$ cat config.mk
export PLATFORM = sky130hd
export DESIGN_NAME = adc_irq_and_scan_control
export DESIGN_NICKNAME = d
export VERILOG_FILES = /design/src/logic/adc_ctl_pkg.sv /design/src/logic/adc_irq_and_scan_control.sv
export VERILOG_INCLUDE_DIRS = /design/src /design/src/logic
export SDC_FILE = /design/constraint.sdc
export NUM_CORES = 1
export LEC_CHECK = 0
export ABC_AREA = 1
export BUFFER_PORTS_ARGS = -buffer_cell sky130_fd_sc_hd__buf_2
export CAP_MARGIN = 20
export CORE_MARGIN = 10
export CORE_UTILIZATION = 30
export DETAILED_ROUTE_END_ITERATION = 8
export HOLD_SLACK_MARGIN = 0.05
export MAX_ROUTING_LAYER = met4
export PLACE_DENSITY = 0.63
export SYNTH_ARGS = -nofsm -noshare
export SYNTH_HDL_FRONTEND = slang
export SYNTH_SLANG_ARGS = --single-unit
$ cat constraint.sdc
create_clock -name i_core_clk -period 1.2 [get_ports i_core_clk]
set_input_delay 0.06 -clock i_core_clk [delete_from_list [all_inputs] [get_ports i_core_clk]]
set_output_delay 0.06 -clock i_core_clk [all_outputs]
set_load 0.005 [all_outputs]
$ cat src/logic/adc_ctl_defs.svh
// Offsets, field positions, reset values and timing counts of the control bank
// Operation
// - General source code 01 scan end, 10 half full, 11 not empty, 00 none.
// - Write bit 2 enables the general-source interrupt; the bit 7 flag latches without it.
// - Write bit 4 enables the acquisition-done interrupt.
// - Writing 1 to bit 6 or 7 clears acquisition-done or general status.
// - Writing 1 to bit 13 clears the latched overflow indication.
// - Clear bits act as single pulses; no write-back to zero needed.
// - Read bit 6 reports latched acquisition-done event.
// - Read bit 7 reports latched selected general source.
// - Read bit 9 reports latched burst-done, meaningful only in burst mode.
// - Read bit 10 latches when FIFO holds more than 255 samples.
// - Read bit 11 latches when FIFO becomes non-empty; zero when emptied.
// - Read bit 12 shows live FIFO not-empty.
// - Read bit 13 latches write into full FIFO until cleared.
// - Channel write loads start; advance per conversion, wrap after stop.
// - Start channel in bits 3..0, stop channel in bits 7..4.
// - Range field bits 9..8: 10V, 5V, 2.5V, 1.25V.
// - Bit 10: single-ended 16 channels when 1, differential 8 when 0.
// - Bit 11: unipolar when 1, bipolar when 0.
// - Range codes give front-end gains 1, 2, 4 and 8.
// - Pacer source bits 13..12: software, timer, falling, rising; 330KHz max.
// - With software pacing, word write to data region offset 0 converts.
`ifndef ADC_CTL_DEFS_SVH
`define ADC_CTL_DEFS_SVH

`define OFS_IRQ_STATUS 4'h0
`define OFS_SCAN_CTRL 4'h2
`define OFS_CONV_START 4'h0

`define BIT_GEN_IRQ_EN 2
`define BIT_ACQ_IRQ_EN 4
`define BIT_ACQ_CLR 6
`define BIT_GEN_CLR 7
`define BIT_OVF_CLR 13
`define BIT_ACQ_FLAG 6
`define BIT_GEN_FLAG 7
`define BIT_BURST_FLAG 9
`define BIT_HALF_FLAG 10
`define BIT_HAS_DATA_FLAG 11
`define BIT_HAS_DATA_LIVE 12
`define BIT_OVF_FLAG 13

`define HALF_FULL_LIMIT 10'h0ff
`define PACER_MAX_KHZ 330
`define CLK_MHZ 100
`define PACER_MIN_CYCLES ((`CLK_MHZ * 1000 + `PACER_MAX_KHZ - 1) / `PACER_MAX_KHZ)
`define SCAN_RESET 16'h0000

`endif

$ cat src/logic/adc_ctl_pkg.sv
// Types for the converter interrupt and scan control bank
package adc_ctl_pkg;
  typedef enum logic [1:0] {
    src_none = 2'h0,
    src_scan_end = 2'h1,
    src_half_full = 2'h2,
    src_not_empty = 2'h3
  } gen_src_e;
  typedef enum logic [1:0] {
    pace_software = 2'h0,
    pace_timer = 2'h1,
    pace_ext_fall = 2'h2,
    pace_ext_rise = 2'h3
  } pacer_e;
  typedef enum logic [1:0] {
    range_10v = 2'h0,
    range_5v = 2'h1,
    range_2v5 = 2'h2,
    range_1v25 = 2'h3
  } range_e;
  typedef struct packed {
    logic fifo_has_data_live;
    logic fifo_over_half;
    logic fifo_write_when_full;
    logic fifo_cleared;
    logic acquisition_done;
    logic burst_done;
    logic burst_mode;
    logic conversion_done;
  } conv_events_s;
  typedef struct packed {
    logic [3:0] channel;
    range_e range_select;
    logic single_vs_differential;
    logic polarity_select;
    logic [3:0] gain;
    pacer_e pacer_source_select;
  } front_end_s;
  typedef struct packed {
    gen_src_e gen_src;
    logic general_irq_enable;
    logic acq_done_irq_enable;
    logic acq_done_flag;
    logic general_flag;
    logic burst_done_flag;
    logic fifo_half_flag;
    logic fifo_has_data_flag;
    logic fifo_overflow_latched;
    logic [3:0] scan_start_channel;
    logic [3:0] scan_stop_channel;
    logic [3:0] channel;
    range_e range_select;
    logic single_vs_differential;
    logic polarity_select;
    pacer_e pacer_source_select;
    logic [15:0] rdata;
    logic sw_convert;
  } state_s;
endpackage : adc_ctl_pkg

$ cat src/logic/adc_irq_and_scan_control.sv
// Interrupt, FIFO status and scan control registers of the converter board
`timescale 1ns/1ps
`include "adc_ctl_defs.svh"
module adc_irq_and_scan_control (
  input wire logic i_core_clk,
  input wire logic i_reset_n,
  input wire logic i_ctl_sel,
  input wire logic i_data_sel,
  input wire logic [3:0] i_addr,
  input wire logic i_wr,
  input wire logic i_rd,
  input wire logic [15:0] i_wdata,
  input wire adc_ctl_pkg::conv_events_s i_events,
  output logic [15:0] o_rdata,
  output logic o_irq,
  output logic o_sw_convert,
  output adc_ctl_pkg::front_end_s o_front_end
);
  import adc_ctl_pkg::*;

  state_s q;
  state_s d;
  logic gen_fire;
  logic wr_irq;
  logic wr_scan;

  // Gain doubles with each range step
  function automatic logic [3:0] gain_of(input range_e r);
    gain_of = 4'h1 << r;
  endfunction : gain_of

  always_comb begin
    wr_irq = i_ctl_sel && i_wr && (i_addr == `OFS_IRQ_STATUS);
    wr_scan = i_ctl_sel && i_wr && (i_addr == `OFS_SCAN_CTRL);
    case (q.gen_src)
      src_scan_end: gen_fire = i_events.conversion_done &&
        (q.channel == q.scan_stop_channel);
      src_half_full: gen_fire = i_events.fifo_over_half;
      src_not_empty: gen_fire = i_events.fifo_has_data_live;
      default: gen_fire = 1'b0;
    endcase
  end

  always_comb begin
    d = q;
    d.sw_convert = 1'b0;
    if (wr_irq) begin
      d.gen_src = gen_src_e'(i_wdata[1:0]);
      d.general_irq_enable = i_wdata[`BIT_GEN_IRQ_EN];
      d.acq_done_irq_enable = i_wdata[`BIT_ACQ_IRQ_EN];
      // Clears are taken from the write itself, nothing is stored: one pulse
      if (i_wdata[`BIT_ACQ_CLR]) begin
        d.acq_done_flag = 1'b0;
      end
      if (i_wdata[`BIT_GEN_CLR]) begin
        d.general_flag = 1'b0;
      end
      if (i_wdata[`BIT_OVF_CLR]) begin
        d.fifo_overflow_latched = 1'b0;
      end
    end
    // Sets follow clears so an event in the clear cycle is kept
    if (i_events.acquisition_done) begin
      d.acq_done_flag = 1'b1;
    end
    if (gen_fire) begin
      d.general_flag = 1'b1;
    end
    if (i_events.fifo_cleared) begin
      d.burst_done_flag = 1'b0;
      d.fifo_half_flag = 1'b0;
    end
    // Set wins over a FIFO clear in the same cycle
    if (i_events.burst_done && i_events.burst_mode) begin
      d.burst_done_flag = 1'b1;
    end
    if (i_events.fifo_over_half) begin
      d.fifo_half_flag = 1'b1;
    end
    // Not-empty latch drops once the FIFO is cleared or drained
    if (i_events.fifo_cleared || !i_events.fifo_has_data_live) begin
      d.fifo_has_data_flag = 1'b0;
    end else begin
      d.fifo_has_data_flag = 1'b1;
    end
    if (i_events.fifo_write_when_full) begin
      d.fifo_overflow_latched = 1'b1;
    end
    if (wr_scan) begin
      d.scan_start_channel = i_wdata[3:0];
      d.scan_stop_channel = i_wdata[7:4];
      d.channel = i_wdata[3:0];
      d.range_select = range_e'(i_wdata[9:8]);
      d.single_vs_differential = i_wdata[10];
      d.polarity_select = i_wdata[11];
      d.pacer_source_select = pacer_e'(i_wdata[13:12]);
    end else if (i_events.conversion_done) begin
      if (q.channel == q.scan_stop_channel) begin
        d.channel = q.scan_start_channel;
      end else begin
        d.channel = q.channel + 4'h1;
      end
    end
    // Data is ignored; only the word write to offset zero under software pacing matters
    if (i_data_sel && i_wr && (i_addr == `OFS_CONV_START) &&
        (q.pacer_source_select == pace_software)) begin
      d.sw_convert = 1'b1;
    end
    d.rdata = 16'h0000;
    if (i_ctl_sel && i_rd && (i_addr == `OFS_IRQ_STATUS)) begin
      d.rdata[`BIT_ACQ_FLAG] = q.acq_done_flag;
      d.rdata[`BIT_GEN_FLAG] = q.general_flag;
      d.rdata[`BIT_BURST_FLAG] = q.burst_done_flag;
      d.rdata[`BIT_HALF_FLAG] = q.fifo_half_flag;
      d.rdata[`BIT_HAS_DATA_FLAG] = q.fifo_has_data_flag;
      d.rdata[`BIT_HAS_DATA_LIVE] = i_events.fifo_has_data_live;
      d.rdata[`BIT_OVF_FLAG] = q.fifo_overflow_latched;
    end else if (i_ctl_sel && i_rd && (i_addr == `OFS_SCAN_CTRL)) begin
      d.rdata = {2'h0, q.pacer_source_select, q.polarity_select,
        q.single_vs_differential, q.range_select, q.scan_stop_channel,
        q.scan_start_channel};
    end
  end

  always_ff @(posedge i_core_clk or negedge i_reset_n) begin
    if (!i_reset_n) begin
      q <= '0;
    end else begin
      q <= d;
    end
  end

  assign o_rdata = q.rdata;
  assign o_sw_convert = q.sw_convert;
  assign o_irq = (q.general_flag && q.general_irq_enable) ||
    (q.acq_done_flag && q.acq_done_irq_enable);
  assign o_front_end = '{channel: q.channel,
    range_select: q.range_select,
    single_vs_differential: q.single_vs_differential,
    polarity_select: q.polarity_select,
    gain: gain_of(q.range_select),
    pacer_source_select: q.pacer_source_select};
endmodule : adc_irq_and_scan_control

---- After elaboration in Yosys (flattened, before gate mapping) ----
Cells that the tools add are included.
storage, ports and cells
  register bits after elaboration ......... 45
  output and inout port bits .............. 32
  input port bits ......................... 34
operators by class
  add/subtract/negate cells ............... 1
  reductions and logical operators ........ 30
  equality and inequality tests ........... 5
  shift-type cells ........................ 1
  muxes and demuxes ....................... 23
operators by type and width
  cell                 number
  $reduce_bool 2->1    9
  $mux 14              1
  $logic_and 1x1->1    13
  $mux 1               12
  $mux 4               3
  $mux 2               4
  $mux 6               1
  $reduce_and 2->1     3
  $mux 5               1
  $add 4x1->4 const B  1
  $eq 2x2->1 const B   2
  $eq 4x2->1 const B   1
  $eq 4x4->1           1
  $logic_not 4->1      1
  $shl 1x2->4 const A  1
  $pmux 1 s3           1
  $eq 2x1->1 const B   1
  $logic_not 2->1      1
  $logic_or 1x1->1     2
  $logic_not 1->1      1

---- Logic depth before layout (Yosys ltp) ----
Gate-level depths: netlist of run 1.
  word-level depth ........................ 5
  gate-level depth with buffers ........... 10
  mapped depth without buffers ............ 10

---- Worst setup path before layout of run 1 ----
No wires, ideal clock.
  path type ............................... flip-flop to flip-flop
  start point ............................. register q, in the netlist o_front_end[10]
  end point ............................... register q, in the netlist o_front_end[10]
  cell stages (with the launch flop) ...... 9
  data arrival time ....................... 1.024 ns
  clock period less this slack ............ 1.142 ns
  setup slack ............................. 0.058 ns
  required time ........................... 1.082 ns
  cells stage by stage .................... dfrtp_1 > inv_1 > nand2_1 > nand2_1 > nand2_1 > nor2_1 > nand2_1 > nand4_1 > nand2_1
between the ends
  cells in the longest elaborated chain, start to end .. 4
  elaborated cells between the ends (all ways) .. 5
  classes of those cells .................. add/sub: 1; eq/ne: 1; mux: 3
RTL lines
  element                                           line                                                             text
  start, declared                                   adc_irq_and_scan_control.sv:21                                   state_s q;
  start signal, assigned                            adc_irq_and_scan_control.sv:127                                  q <= '0;
  start signal, assigned                            adc_irq_and_scan_control.sv:129                                  q <= d;
  $add 4x1->4 / $eq 4x4->1 (equally long branches)  adc_irq_and_scan_control.sv:101, adc_irq_and_scan_control.sv:98
  $mux 4 (*)                                        adc_irq_and_scan_control.sv:98                                   if (q.channel == q.scan_stop_channel) begin
  $mux 4 (*)                                        adc_irq_and_scan_control.sv:97                                   end else if (i_events.conversion_done) begin
  $mux 4 (*)                                        adc_irq_and_scan_control.sv:89                                   if (wr_scan) begin
Every way passes the cells marked *; elsewhere a longest branch is shown, timed or not. The select of a mux whose other input is x is not followed.
A chain may end at the register's enable or synchronous reset.

---- Worst setup path in the final report of run 1 ----
  start point ............................. register q[30] in the netlist's numbering
  end point ............................... register q, in the netlist o_front_end[12]
between the ends
  cells in the longest elaborated chain, start to end .. 4
RTL lines
  element     line
  $eq 4x4->1  adc_irq_and_scan_control.sv:98
  $mux 4      adc_irq_and_scan_control.sv:98
  $mux 4      adc_irq_and_scan_control.sv:97
  $mux 4      adc_irq_and_scan_control.sv:89
Every way passes these cells. The select of a mux whose other input is x is not followed.

==> qor.yml, run 1 <==
status: "finished with violations"
violations: "setup timing"
clock_sinks: 43
synth.most_common_cell: "nand2_1"
postLayoutCoreUtil_pct: 41.6
crit_required_ns: 1.44
hold_violations: 0
drive_gt1_share_pct: 31.5
synth_area_um2: 2150
arrival_ns: 1.45
hp-class: "in2reg"
fin_crit_ns: 1.22
clk_pin_slew_ns: 0.08
dpl-instance-area_um2: 2500
clockRootBuffer: "clkbuf_8"
cp_slowest_stage_delay_ns: 0.43
die_x_um: 105
ys_seq_elements: 43
clk_path_buf_depth: 2
path_class: "reg2reg"
path_max_fanout: 5
stdcell_area_um2: 2860
r2r-start: "q[30]"
cp_cell_sequence: "xnor2_1 -> nand2_1 -> nor2_1 -> buf_4 -> nand2_1 -> nand3_1 -> nand2_1 -> inv_1"
antenna_found_initial: 0
drcViolationCount: 0
fin_crit_sh_pct: 101
nNetsFinal: 377
ys_top_cells_by_count: "nand2_1, inv_1, dfrtp_1"
hpwl_mm: 4.25
setup_viol: 4
tns_ns: -0.0482
cp-startpoint: "q[30]"
overflow: 0
grt_max_degree: 20
netlist_top_cells_area: "dfrtp_1, nand2_1, buf_4"
syn2layout_area_growth_pct: 32.8
syn_area_per_cell_um2: 8.32
synth-edff-count: 0
skew_ns: 0.00675
hold_path_depth: 3
die_area_um2: 11000
crit_path_end_kind: "flop"
clk_latency_ns: 0.30
htreeDepth: 2
r2r_setup_slack_ns: -0.02
rr_worst_depth: 8
drtPass1Iterations: 4
fmax_mhz: 822
cpMaxStageDelayCell: "dfrtp_1"
wl_per_cell_um: 12.4
tritoncts: "yes"
io_buffers: 61
synth_ff_type: "dfrtp_1"
synth_top_area_share_pct: 49.9
synth_warnings: 0
critPathLaunchType: "flop"
start_util_pct: 31.4
fillCellCount: 713
path_delay_family: "flip-flops"
via_per_inst: 4.16
p_leak_nw: 1.60
postRouteAntennaNets: 0
worstPathBufferInverterCount: 2
yosysSeqAreaShare_pct: 49.9
n_antenna_cell: 0
grtUsageTotal_pct: 10.4
grt_pass1_vias: 1930
synth_top_area_cell: "dfrtp_1"
maxCapViolations: 0
min_from: "i_events[7]"
via_count: 1827
io_pins: 66
holdPathEnd: "q[36]"
slew_violations: 0
crit_top_cell: "nand2_1"
core_area_um2: 6870
synth_cell_types: 26
grt_pass1_wl_mm: 9.11
power.density_nw_per_um2: 1520
dieHeight_um: 105
gp_congestion: 0.777
peakVddDrop_mv: 0.723
drtIter0Drc: 93
rr_endpoint: "o_front_end[12]"
cts_made_buffers: 5
rows: 30
finalWorstSetupSlack_ns: -0.0172
async_reset_ff_share_pct: 100
wl_mm: 5.45
rsz0062_at_grt: "true"
synth_cells: 259
[metal layers]
layer	global-route usage, %	wire length [µm]	vias to the layer above
li1	-	-	930
met1	12.6	2570	845
met2	16.3	2550	46
met3	2.89	260	6
met4	2.94	68	0
met5	-	0	-
[how the worst max path moves through the flow]
stage          cells after the start               to
5_1_grt                            9  o_front_end[12]
3_3_place_gp                       9  o_front_end[12]
3_5_place_dp                       9  o_front_end[12]
2_1_floorplan                      8  o_front_end[10]
4_1_cts                            9  o_front_end[10]
6_report                           8  o_front_end[12]
[sequential cells by signal, indices dropped and copies added, names as in the netlist]
signal and flops:
o_rdata 14, q 18, o_front_end 10, o_sw_convert 1
[where the power goes]
group	switching (W)	internal, W
registers	0.000188	0.00166
clock network	0.000495	0.000619
logic	0.000686	0.000692
[worst reg2reg max path, delay by kind of cell, from the launching register on]
family | cells | cell delay, ns
DFF | 1 | 0.43
and+or+nand+nor | 5 | 0.34
xor gates and xnor gates | 1 | 0.19
buffers and inverters | 2 | 0.20
[logic make-up after synthesis]
group / count (synthesis) / share of synthesized area [%]
other: 1 / 0.174
and+or+nand+nor: 101 / 21.1
buffers and inverters: 78 / 18.6
adders and majority gates: 1 / 0.581
DFF: 43 / 49.9
AOI/OAI and AO/OA: 32 / 8.30
xor gates and xnor gates: 3 / 1.22
[final cells by class]
cell class,instances,area [µm²],area share [%]
clock buffer,5,68.8,2.41
clock inverter,3,43.8,1.53
inverter,49,185,6.47
multi-input combinational,139,683,23.9
sequential,43,1080,37.7
tap,96,120,4.20
timing repair buffer,104,681,23.8
[layout by cell type, fill, tap and decap left out, types with 3 or more instances in the layout]
cell type       n
dlygate4sd3_1  21
nor2_4          3
o21ai_0        20
inv_1          43
nand4_1         4
nand2_2         3
buf_4          22
clkbuf_8        5
nand2_1        61
o22ai_1         8
nand3_1        11
dfrtp_1        41
nor2_1         15
buf_2          61
inv_2           5
[timing repair]
action / 4_1_cts / 5_1_grt
endpoints found under the hold margin: 38 / 1
buffers inserted: 2 / 2
setup endpoints to repair: 4 / 7
pin swaps: 0 / 3
resized for setup: 5 / 3
hold buffers: 22 / 1
[stage by stage]
stage / instances / setup slack [ns] / total power (W) / hold WS [ns]
after floorplan: 260 / 0.0583 / 0.00265 / -0.236
after global placement: 406 / 0.00892 / 0.00307 / 0.0154
after detailed placement: 406 / -0.0255 / 0.00311 / 0.0138
after CTS: 438 / -0.00239 / 0.00436 / 0.0611
after global routing: 439 / -0.144 / 0.00468 / 0.0502
final: 439 / -0.0172 / 0.00434 / 0.0166
Note: power is estimated with default switching activity, not from simulation.
==> inputs of run 2 (changes only) <==
--- a/config.mk
+++ b/config.mk
@@ -14,7 +14,8 @@
 export DETAILED_ROUTE_END_ITERATION = 8
 export HOLD_SLACK_MARGIN = 0.05
 export MAX_ROUTING_LAYER = met4
-export PLACE_DENSITY = 0.63
+export PLACE_DENSITY_LB_ADDON = 0.12
+export SKIP_LAST_GASP = 1
 export SYNTH_ARGS = -nofsm -noshare
 export SYNTH_HDL_FRONTEND = slang
 export SYNTH_SLANG_ARGS = --single-unit
==> qor.yml, run 2 (synthesized netlist as in run 1, its figures left out) <==
n_antenna_cell: 0  # unchanged
peakVddDrop_mv: 0.528  # -27%
overflow: 0  # unchanged
die_area_um2: 11000  # unchanged
io_pins: 66  # unchanged
hold_violations: 0  # unchanged
hpwl_mm: 4.20  # -1.2%
wl_per_cell_um: 12.7  # +2.2%
crit_top_cell: "nand2_2"
syn2layout_area_growth_pct: 40.4
clock_sinks: 43  # unchanged
crit_required_ns: 1.40  # -0.04 ns
fin_crit_sh_pct: 104  # +2.8 points
antenna_found_initial: 0  # unchanged
via_count: 1854  # +1.5%
slew_violations: 0  # unchanged
fin_crit_ns: 1.25  # +0.0334 ns
skew_ns: 0.00822  # +0.00147 ns
finalWorstSetupSlack_ns: -0.0506  # -0.0334 ns
clk_pin_slew_ns: 0.09  # about the same
clockRootBuffer: "clkbuf_8"
setup_viol: 4  # unchanged
wl_mm: 5.64  # +3.6%
p_leak_nw: 1.66  # +3.6%
postLayoutCoreUtil_pct: 44.0  # +2.4 points
gp_congestion: 0.741  # -4.7%
largest_reg_flops: 18  # unchanged
die_x_um: 105  # unchanged
path_class: "reg2reg"
via_per_inst: 4.17  # +0.11%
cp_cell_sequence: "inv_2 -> nand2_2 -> nand2_2 -> nand2_2 -> nor2_4 -> buf_4 -> nand2_1 -> nand4_1 -> nand2_1"
drcViolationCount: 0  # unchanged
path_max_fanout: 5  # unchanged
largest_register: "q"
core_area_um2: 6870  # unchanged
tritoncts: "yes"
nNetsFinal: 383  # +1.6%
status: "finished with violations"
grt_max_degree: 43  # +110%
rows: 30  # unchanged
clk_path_buf_depth: 2  # unchanged
critPathLaunchType: "flop"
rsz0062_at_grt: "true"
dieHeight_um: 105  # unchanged
power.density_nw_per_um2: 1610  # +5.9%
cpMaxStageDelayCell: "dfrtp_2"
postRouteAntennaNets: 0  # unchanged
hp-class: "in2reg"
drtIter0Drc: 74  # -20%
power.total_w: 0.00486  # +12%
arrival_ns: 1.45  # about the same
mostFrequentLayoutCells: "buf_2, nand2_1, inv_1"
fmax_mhz: 800  # -2.7%
crit_path_end_kind: "flop"
violations: "setup timing"
start_util_pct: 31.4  # unchanged
clk_latency_ns: 0.30  # about the same
drtPass1Iterations: 4  # unchanged
cts_made_buffers: 5  # unchanged
io_buffers: 61  # unchanged
grtUsageTotal_pct: 10.8  # +0.40 points
maxCapViolations: 0  # unchanged
cp_slowest_stage_delay_ns: 0.46  # +0.03 ns
htreeDepth: 2  # unchanged
final_common_cell: "buf_2"
drive_gt1_share_pct: 36.1  # +4.6 points
grt_pass1_wl_mm: 9.45  # +3.8%
grt_pass1_vias: 1976  # +2.4%
## run 2: critical path: cells and delay by family (launching register included)
kind,cells,cell delay (ns)
buf+inv,2,0.22
flops,1,0.46
simple gates,7,0.48
## run 2: per-stage QoR
| stage | cells | hold WS [ns] | setup WS (ns) | setup TNS, ns | area (µm²) |
|---|---|---|---|---|---|
| after floorplan | 260 | -0.236 | 0.0583 | 0 | 2160 |
| final | 445 | 0.0598 | -0.0506 | -0.151 | 3020 |
| after global routing | 445 | 0.0801 | -0.142 | -0.565 | 3020 |
| after CTS | 444 | 0.0553 | -0.0193 | -0.0485 | 2960 |
| after detailed placement | 410 | -0.138 | -0.0795 | -0.290 | 2540 |
| after global placement | 410 | -0.141 | -0.0539 | -0.198 | 2540 |
## run 2: final cells by class
cell class	instances	area (µm²)
clock buffer	5	68.8
sequential	43	1080
fill	696	3840
timing repair buffer	110	762
multi-input combinational	139	738
inverter	49	185
tap	96	120
clock inverter	3	71.3
## run 2: worst paths after layout
kind	startpoint	to	slack, ns	depth (start not counted)
worst max register to register	o_front_end[11]	o_front_end[10]	-0.05	9
worst max-delay path	o_front_end[11]	o_front_end[10]	-0.05	9
worst min-delay path	i_events[7]	o_rdata[12]	0.06	3
min in group asynchronous	i_reset_n	o_front_end[6]	0.07	2
max in group asynchronous	i_reset_n	o_front_end[10]	0.71	3
worst min register to register	o_front_end[0]	o_sw_convert	0.48	1
## run 2: timing repair
action	4_1_cts	5_1_grt
resized for setup	10	17
setup endpoints to repair	5	7
endpoints found under the hold margin	63	1
cloned	0	0
buffers inserted	4	2
pin swaps	5	8
hold buffers	22	1
## run 2: power by group
group          switching, W  internal [W]  total [W]
Clock              0.000545      0.000845    0.00139
Sequential         0.000189       0.00166    0.00185
Combinational      0.000778      0.000843    0.00162
Total               0.00151       0.00335    0.00486
## run 2: per-layer routing
metal	up-vias	track usage [%]	routed length, µm
li1	938	-	-
met1	864	13.4	2650
met2	45	16.7	2700
met3	7	1.78	191
met4	0	4.71	105
met5	-	-	0
